$ cat src/rtl/atc_defines.vh
// What this block does
// - Enable bit set: cache serves aperture lookups
// - Enable resets 0; while 0 flush valids
// - Disabled: translations bypass cache, never hit
// - Disabled: aperture request fetches table entry first
// - Disabled: fetched entries not written to cache
// - Invalid fetched entry still cached, LRU evicted
// - Enable set or clear flushes write buffer
// - Enable change never corrupts access in flight
// - Suppress bit set: fastest rate reads 0
// - Size bit 0: base bit 25 reads 0
// - Size bit 1: base bit 25 read/write
// - Size register resets 0, 64 MB aperture
// - Suppress set: command fastest-rate writes ignored
//
// Purpose: Constants for the aperture translation control block
// Assumes: 8-bit byte register offsets, 32-bit register data
// Notes:   Definitions only
`ifndef ATC_DEFINES_VH
`define ATC_DEFINES_VH

`define ATC_ADDR_W        8
`define ATC_OFS_CTRL      8'hb0
`define ATC_OFS_SIZE      8'hb4
`define ATC_OFS_BASE      8'hb8
`define ATC_OFS_STAT      8'hbc
`define ATC_OFS_CMD       8'hc0
`define ATC_BIT_SUPPRESS  0
`define ATC_BIT_EN        7
`define ATC_BIT_SIZE      3
`define ATC_BIT_BASE25    25
`define ATC_BIT_FAST      2
`define ATC_CTRL_RST      32'h00000000
`define ATC_SIZE_RST      8'h00
`define ATC_BASE_MASK     32'hfe000000
`define ATC_RATE_CAP      3'h7
`define ATC_RATE_RST      3'h0
`define ATC_ENTRIES       4
`define ATC_IDX_W         2
`define ATC_TAG_W         20
`define ATC_PAGE_LSB      12

`endif

$ cat src/rtl/atc_aperture_translation_control.v
// Purpose: Translation cache control, aperture size, rate suppress
// Assumes: Single 10 MHz clock, register port read data one cycle later
// Notes:   Cache holds page tags; table fetch handled by memory port
`timescale 1ns/1ps
`include "atc_defines.vh"
module atc_aperture_translation_control (
  input  wire                    ref_clk_i,
  input  wire                    reset_n_i,
  // Register port
  input  wire [`ATC_ADDR_W-1:0]  reg_addr_i,
  input  wire [31:0]             reg_wdata_i,
  input  wire                    reg_write_i,
  input  wire                    reg_read_i,
  output reg  [31:0]             reg_rdata_o,
  // Aperture translation request
  input  wire                    xlat_req_i,
  input  wire [31:0]             xlat_addr_i,
  output wire                    xlat_busy_o,
  output reg                     xlat_done_o,
  output reg                     xlat_hit_o,
  output reg  [31:0]             xlat_entry_o,
  // Translation table fetch from main memory
  output reg                     tbl_req_o,
  output reg  [31:0]             tbl_addr_o,
  input  wire                    tbl_ack_i,
  input  wire [31:0]             tbl_data_i,
  // Side effects
  output reg                     wbuf_flush_o,
  output wire                    cache_enable_o,
  output wire                    fast_rate_suppress_o,
  output wire                    aperture_32mb_o
);
  // ---------------------------------------------------------------
  // Registers
  // ---------------------------------------------------------------
  reg                      translation_cache_enable;
  reg                      fast_rate_suppress;
  reg                      aperture_size_select;
  reg  [31:0]              aperture_base;
  reg  [2:0]               rate_cmd;
  reg                      cache_en_seen;

  wire wr_ctrl = reg_write_i && (reg_addr_i == `ATC_OFS_CTRL);
  wire wr_size = reg_write_i && (reg_addr_i == `ATC_OFS_SIZE);
  wire wr_base = reg_write_i && (reg_addr_i == `ATC_OFS_BASE);
  wire wr_cmd  = reg_write_i && (reg_addr_i == `ATC_OFS_CMD);

  assign cache_enable_o       = translation_cache_enable;
  assign fast_rate_suppress_o = fast_rate_suppress;
  assign aperture_32mb_o      = aperture_size_select;

  // Bit 25 of the base is writable only in the 32 MB setting
  function [31:0] base_view;
    input [31:0] base;
    input        sel32;
    begin
      base_view = base & `ATC_BASE_MASK;
      if (!sel32)
        base_view[`ATC_BIT_BASE25] = 1'b0;
    end
  endfunction

  always @(posedge ref_clk_i or negedge reset_n_i) begin
    if (!reset_n_i) begin
      translation_cache_enable <= 1'b0;
      fast_rate_suppress       <= 1'b0;
      aperture_size_select     <= 1'b0;
      aperture_base            <= 32'h00000000;
      rate_cmd                 <= `ATC_RATE_RST;
    end else begin
      if (wr_ctrl) begin
        // Only bits 7 and 0 are stored
        translation_cache_enable <= reg_wdata_i[`ATC_BIT_EN];
        fast_rate_suppress       <= reg_wdata_i[`ATC_BIT_SUPPRESS];
      end
      if (wr_size)
        aperture_size_select <= reg_wdata_i[`ATC_BIT_SIZE];
      if (wr_base)
        aperture_base <= base_view(reg_wdata_i, aperture_size_select);
      else if (!aperture_size_select)
        aperture_base[`ATC_BIT_BASE25] <= 1'b0;
      if (wr_cmd) begin
        rate_cmd[1:0] <= reg_wdata_i[1:0];
        if (!fast_rate_suppress)
          rate_cmd[`ATC_BIT_FAST] <= reg_wdata_i[`ATC_BIT_FAST];
      end
    end
  end

  // Write buffer flush on any write that sets or clears the enable
  always @(posedge ref_clk_i or negedge reset_n_i) begin
    if (!reset_n_i) begin
      wbuf_flush_o <= 1'b0;
    end else begin
      wbuf_flush_o <= wr_ctrl;
    end
  end

  // ---------------------------------------------------------------
  // Read port
  // ---------------------------------------------------------------
  reg [31:0] next_rdata;
  always @* begin
    next_rdata = 32'h00000000;
    case (reg_addr_i)
      `ATC_OFS_CTRL: begin
        next_rdata[`ATC_BIT_EN]       = translation_cache_enable;
        next_rdata[`ATC_BIT_SUPPRESS] = fast_rate_suppress;
      end
      `ATC_OFS_SIZE: next_rdata[`ATC_BIT_SIZE] = aperture_size_select;
      `ATC_OFS_BASE:
        next_rdata = base_view(aperture_base, aperture_size_select);
      `ATC_OFS_STAT: begin
        next_rdata[2:0] = `ATC_RATE_CAP;
        if (fast_rate_suppress)
          next_rdata[`ATC_BIT_FAST] = 1'b0;
      end
      `ATC_OFS_CMD: next_rdata[2:0] = rate_cmd;
      default: next_rdata = 32'h00000000;
    endcase
  end

  always @(posedge ref_clk_i or negedge reset_n_i) begin
    if (!reset_n_i)
      reg_rdata_o <= 32'h00000000;
    else if (reg_read_i)
      reg_rdata_o <= next_rdata;
    else
      reg_rdata_o <= 32'h00000000;
  end

  // ---------------------------------------------------------------
  // Translation cache
  // ---------------------------------------------------------------
  reg                    valid [0:`ATC_ENTRIES-1];
  reg [`ATC_TAG_W-1:0]   tag   [0:`ATC_ENTRIES-1];
  reg [31:0]             entry [0:`ATC_ENTRIES-1];
  wire [`ATC_IDX_W-1:0]  victim;
  reg                    lru_touch;
  reg [`ATC_IDX_W-1:0]   lru_idx;

  wire [`ATC_TAG_W-1:0] req_tag = xlat_addr_i[31:`ATC_PAGE_LSB];

  // Hit search, suppressed entirely while disabled
  reg                    hit;
  reg [`ATC_IDX_W-1:0]   hit_idx;
  integer i;
  integer s;
  always @* begin
    hit     = 1'b0;
    hit_idx = {`ATC_IDX_W{1'b0}};
    for (s = 0; s < `ATC_ENTRIES; s = s + 1)
      if (valid[s] && tag[s] == req_tag && translation_cache_enable) begin
        hit     = 1'b1;
        hit_idx = s[`ATC_IDX_W-1:0];
      end
  end

  localparam ST_IDLE  = 1'b0;
  localparam ST_FETCH = 1'b1;
  reg                  state;
  reg [`ATC_TAG_W-1:0] fetch_tag;

  assign xlat_busy_o = (state == ST_FETCH);

  always @(posedge ref_clk_i or negedge reset_n_i) begin
    if (!reset_n_i) begin
      state         <= ST_IDLE;
      fetch_tag     <= {`ATC_TAG_W{1'b0}};
      cache_en_seen <= 1'b0;
      tbl_req_o     <= 1'b0;
      tbl_addr_o    <= 32'h00000000;
      xlat_done_o   <= 1'b0;
      xlat_hit_o    <= 1'b0;
      xlat_entry_o  <= 32'h00000000;
      lru_touch     <= 1'b0;
      lru_idx       <= {`ATC_IDX_W{1'b0}};
      for (i = 0; i < `ATC_ENTRIES; i = i + 1) begin
        valid[i] <= 1'b0;
        tag[i]   <= {`ATC_TAG_W{1'b0}};
        entry[i] <= 32'h00000000;
      end
    end else begin
      xlat_done_o <= 1'b0;
      lru_touch   <= 1'b0;
      case (state)
        ST_IDLE: begin
          if (xlat_req_i && hit) begin
            xlat_done_o  <= 1'b1;
            xlat_hit_o   <= 1'b1;
            xlat_entry_o <= entry[hit_idx];
            lru_touch    <= 1'b1;
            lru_idx      <= hit_idx;
          end else if (xlat_req_i) begin
            // Enable sampled at issue keeps the fill decision stable
            state         <= ST_FETCH;
            fetch_tag     <= req_tag;
            cache_en_seen <= translation_cache_enable;
            tbl_req_o     <= 1'b1;
            tbl_addr_o    <= {req_tag, `ATC_PAGE_LSB'h0};
          end
        end
        ST_FETCH: begin
          if (tbl_ack_i) begin
            tbl_req_o    <= 1'b0;
            state        <= ST_IDLE;
            xlat_done_o  <= 1'b1;
            xlat_hit_o   <= 1'b0;
            xlat_entry_o <= tbl_data_i;
            // Fill even invalid entries, only when still enabled
            if (cache_en_seen && translation_cache_enable) begin
              valid[victim] <= 1'b1;
              tag[victim]   <= fetch_tag;
              entry[victim] <= tbl_data_i;
              lru_touch     <= 1'b1;
              lru_idx       <= victim;
            end
          end
        end
        default: state <= ST_IDLE;
      endcase
      if (!translation_cache_enable)
        for (i = 0; i < `ATC_ENTRIES; i = i + 1)
          valid[i] <= 1'b0;
    end
  end

  atc_lru u_lru (
    .ref_clk_i   (ref_clk_i),
    .reset_n_i   (reset_n_i),
    .touch_i     (lru_touch),
    .touch_idx_i (lru_idx),
    .victim_o    (victim)
  );
endmodule // atc_aperture_translation_control

$ cat src/rtl/atc_lru.v
// Purpose: Least recently used tracker for the translation cache
// Assumes: Four entries, age counters, one touch per cycle
// Notes:   Victim is the entry with the highest age
`timescale 1ns/1ps
`include "atc_defines.vh"
module atc_lru (
  input  wire                    ref_clk_i,
  input  wire                    reset_n_i,
  input  wire                    touch_i,
  input  wire [`ATC_IDX_W-1:0]   touch_idx_i,
  output reg  [`ATC_IDX_W-1:0]   victim_o
);
  reg [`ATC_IDX_W-1:0] age [0:`ATC_ENTRIES-1];
  integer k;
  integer j;

  always @(posedge ref_clk_i or negedge reset_n_i) begin
    if (!reset_n_i) begin
      for (k = 0; k < `ATC_ENTRIES; k = k + 1)
        age[k] <= k[`ATC_IDX_W-1:0];
    end else if (touch_i) begin
      for (k = 0; k < `ATC_ENTRIES; k = k + 1) begin
        if (k[`ATC_IDX_W-1:0] == touch_idx_i)
          age[k] <= {`ATC_IDX_W{1'b0}};
        else if (age[k] < age[touch_idx_i])
          age[k] <= age[k] + 1'b1;
      end
    end
  end

  always @* begin
    victim_o = {`ATC_IDX_W{1'b0}};
    // Own loop index so the comb search never shares a driver with the
    // clocked age update
    for (j = 0; j < `ATC_ENTRIES; j = j + 1)
      if (age[j] == {`ATC_IDX_W{1'b1}})
        victim_o = j[`ATC_IDX_W-1:0];
  end
endmodule // atc_lru
$ cat config.mk
export PLATFORM = sky130hd
export DESIGN_NAME = atc_aperture_translation_control
export DESIGN_NICKNAME = d
export VERILOG_FILES = /design/src/rtl/atc_aperture_translation_control.v /design/src/rtl/atc_lru.v
export VERILOG_INCLUDE_DIRS = /design/src /design/src/rtl
export SDC_FILE = /design/constraint.sdc
export NUM_CORES = 1
export LEC_CHECK = 0
export BUFFER_PORTS_ARGS = -buffer_cell sky130_fd_sc_hd__buf_2
export CAP_MARGIN = 10
export CORE_UTILIZATION = 55
export DETAILED_ROUTE_END_ITERATION = 6
export GPL_TIMING_DRIVEN = 0
export PLACE_DENSITY = 0.77
export REMOVE_ABC_BUFFERS = 1
export SYNTH_ARGS = -nofsm -noshare
export SYNTH_HDL_FRONTEND = slang
export SYNTH_SLANG_ARGS = --single-unit
$ cat constraint.sdc
create_clock -name ref_clk_i -period 3.25 [get_ports ref_clk_i]
set_input_delay 0.325 -clock ref_clk_i [delete_from_list [all_inputs] [get_ports ref_clk_i]]
set_output_delay 0.325 -clock ref_clk_i [all_outputs]
set_load 0.005 [all_outputs]
==> reports/results.tsv <==
metric	value	unit
status	finished, final reports clean	
post-synthesis cell type count	54	
antenna violations before repair	0	
Avg Cell Area, Syn	12.8	sq um
CP startpoint kind	flip-flop	
#FFs+latches synth	306	
area grow syn2layout	14.9	%
DR vias	9351	
# fillers	1988	
relative slew slack	32.7	%
crit-path max FO	18	
first-pass GRT wire length	51100	um
achievable clock frequency	327	MHz
M1 wire length	14200	um
Top Ports	214	
met3 wire length	1480	um
Post-synth EDFFs	0	
met2 routed wirelength	15700	um
Leak	8.23	nW
max-slew violations	0	
CTS tree	yes	
Initial Util	55.8	%
post-DP HPWL	20500	um
Comb pwr share	9.3	%
vias in the first global route	9410	
CP Capture Type	flip-flop	
post-route setup slack	0.187	ns
PortBufs	149	
part of the power in registers	48.3	%
Clock Path Buffers	3	
share of layout cells above drive strength 1	40.0	%
placer congestion estimate	0.780	
worst slack at placement	-0.841	ns
max cap viols	0	
post-route ant nets	0	
Clk Latency, worst-skew pair	0.51	ns
synthesized area	14500	sq um
drt total wl	32000	um
nets	1380	
critical path type	flip-flop to flip-flop	
DR top layer	met4	
Final Core Density	64.1	%
row cnt	59	
sw frac	24.2	%
Clock Tree Root	clkbuf_16	
Setup TNS	0	ns
drt drc	0	
RSZ-0062 raised after global routing	false	
largest net degree at the start of global routing	126	
total global-route track usage	24.4	%
Initial DRT Pass Iterations	4	
clk sinks	306	
commonest register cell after synthesis	dfrtp_1	
Crit path arrival time	3.45	ns
Vias/cell	5.77	
final setup violation count	0	
Pwr Density	518	nW/um^2
wire length per cell	19.7	um
number of synthesis warnings	0	
worst-margin pin slew	1.01	ns
power share of the clock group	42.4	%
Fin Clk Skew	0.0184	ns
Max IR drop VDD	394	uV
P_sw	2.08	mW
Final period util	94.2	%
Post-Synthesis Cells	1132	
Die Wd	164	um
register area share after synthesis	52.9	%
Die Height	164	um
Hold Path Class	input pin to flip-flop	
total CTS buffers	34	
core area	26000	sq um
GR Overflow Total	0	
DRT iter0 DRCs	512	
Clock Pin Slew Worst Setup and Hold Paths	0.06	ns
CP required	3.64	ns
internal power	6.54	mW
final hold viol count	0	
fin crit period	3.06	ns
Ant. Diodes	0	
share of flip-flops with an asynchronous set or reset	100	%
H-tree Lvls	2	
Die Area	27000	sq um
[final timing paths]
check	slack, ns	to	cells past startpoint	startpoint
worst max register to register	0.19	xlat_entry_o[28]	8	tag[44]
max in group asynchronous	1.77	rate_cmd[1]	3	reset_n_i
min in group asynchronous	0.42	entry[23]	2	reset_n_i
worst min register to register	0.48	tbl_req_o	1	tbl_req_o
worst min-delay path	0.06	aperture_base[28]	2	reg_wdata_i[28]
worst max-delay path	0.19	xlat_entry_o[28]	8	tag[44]
[synthesized netlist by cell type, types with 2 or more instances]
cell type	n	area [sq um]
a211oi_1	33	248
a21boi_0	35	263
a21o_1	2	15.0
a21oi_1	8	40.0
a22oi_1	33	248
and2_1	7	43.8
and3_1	10	62.6
buf_2	30	150
buf_4	38	285
buf_6	4	45.0
clkbuf_1	41	154
dfrtp_1	302	7560
dfstp_2	4	105
ha_1	7	87.6
inv_1	8	30.0
mux2_1	15	169
mux2_2	250	2820
mux2_4	10	150
mux2i_1	7	70.1
nand2_1	16	60.1
nand2b_1	5	31.3
nand3_1	5	25.0
nand4_1	16	100
nor2_1	46	173
nor2b_1	35	219
nor3_1	8	40.0
nor4_1	10	62.6
nor4_2	3	37.5
o21a_1	2	15.0
o21ai_0	3	15.0
o2bb2ai_1	6	52.6
o31ai_1	33	248
xnor2_1	56	490
xor2_1	24	210
[routing by layer]
layer,vias up,GRT usage [%]
li1,4255,-
met1,4805,33.0
met2,250,41.0
met3,41,3.89
met4,0,5.93
met5,-,0
[critical path: stages (launching register included)]
cell     delay, ns
dfrtp_1       0.39
xnor2_1       0.24
nand4_1       0.21
nor4_4        0.63
and2_4        0.48
nor4_2        0.12
o21ai_4       0.25
buf_4         0.25
mux2_2        0.35
[cell usage in the layout, fill, tap and decap left out, types with 4 or more instances in the layout]
cell type,n
nor3_1,7
mux2_2,250
o2bb2ai_1,6
mux2_1,15
nor4_1,9
inv_1,8
a21boi_0,35
o31ai_1,33
a211oi_1,33
xor2_1,24
buf_2,148
nor2_1,45
a21oi_1,8
buf_6,4
nand3_1,4
nand2b_1,5
mux2_4,10
clkbuf_16,35
mux2i_1,7
clkbuf_1,7
dfrtp_1,301
and2_1,5
buf_4,12
nand4_1,16
xnor2_1,56
clkbuf_8,8
clkinv_2,7
ha_1,7
nand2_1,14
conb_1,32
nor2b_1,35
buf_8,6
and3_1,10
a22oi_1,33
dfstp_2,4
[cells by family (layout without fill, tap and decap cells)]
logic type / count (synthesis) / count (layout) / synth area share [%]
xor+xnor: 80 / 80 / 4.83
simple gates: 173 / 175 / 6.63
fa+ha+maj: 7 / 7 / 0.604
other cells: 1 / 32 / 0.0259
flops: 306 / 306 / 52.9
mux: 283 / 283 / 22.3
buf+inv: 123 / 244 / 4.63
compound gates: 159 / 159 / 8.16
[power groups by stage]
stage	Sequential (mW)	Clock [mW]	Combinational [mW]
after floorplan	4.21	0	0.339
after global placement	4.24	0	0.746
after detailed placement	4.23	0	0.805
after CTS	4.16	3.74	0.813
after global routing	4.19	3.89	0.890
final	4.16	3.66	0.801
[state kept, by name, indices dropped and copies added, names as in the netlist, 2 cells and up]
name,flops
aperture_base,7
entry,128
fetch_tag,20
lru_idx,2
rate_cmd,3
reg_rdata_o,12
tag,80
u_lru.age,8
valid,4
xlat_entry_o,32
[final cells by class]
type	instances	area, sq um	area share [%]
Inverter	9	33.8	0.203
Multi-Input combinational cell	736	6360	38.2
Clock buffer	50	1010	6.08
Tap cell	335	419	2.52
Timing Repair Buffer	176	1090	6.55
Clock inverter	9	67.6	0.406
Sequential cell	306	7660	46.0
[stage by stage]
step	hold slack (ns)	instances	power (mW)	instance area, sq um
floorplan	0.0294	1049	4.54	14000
global placement	0.458	1533	4.99	15100
detailed placement	0.369	1556	5.03	15500
CTS	0.0364	1621	8.72	16600
global route	0.0430	1621	8.97	16700
finish	0.0592	1621	8.62	16700
[timing repair]
item                                   4_1_cts  5_1_grt
buffers inserted                             3        0
setup endpoints to repair                   58        5
pin swaps                                    3        0
resized for setup                            2        1
cloned                                       2        0
hold buffers                                 1        0
endpoints found under the hold margin       83        0
(Power assumes the default switching activity.)
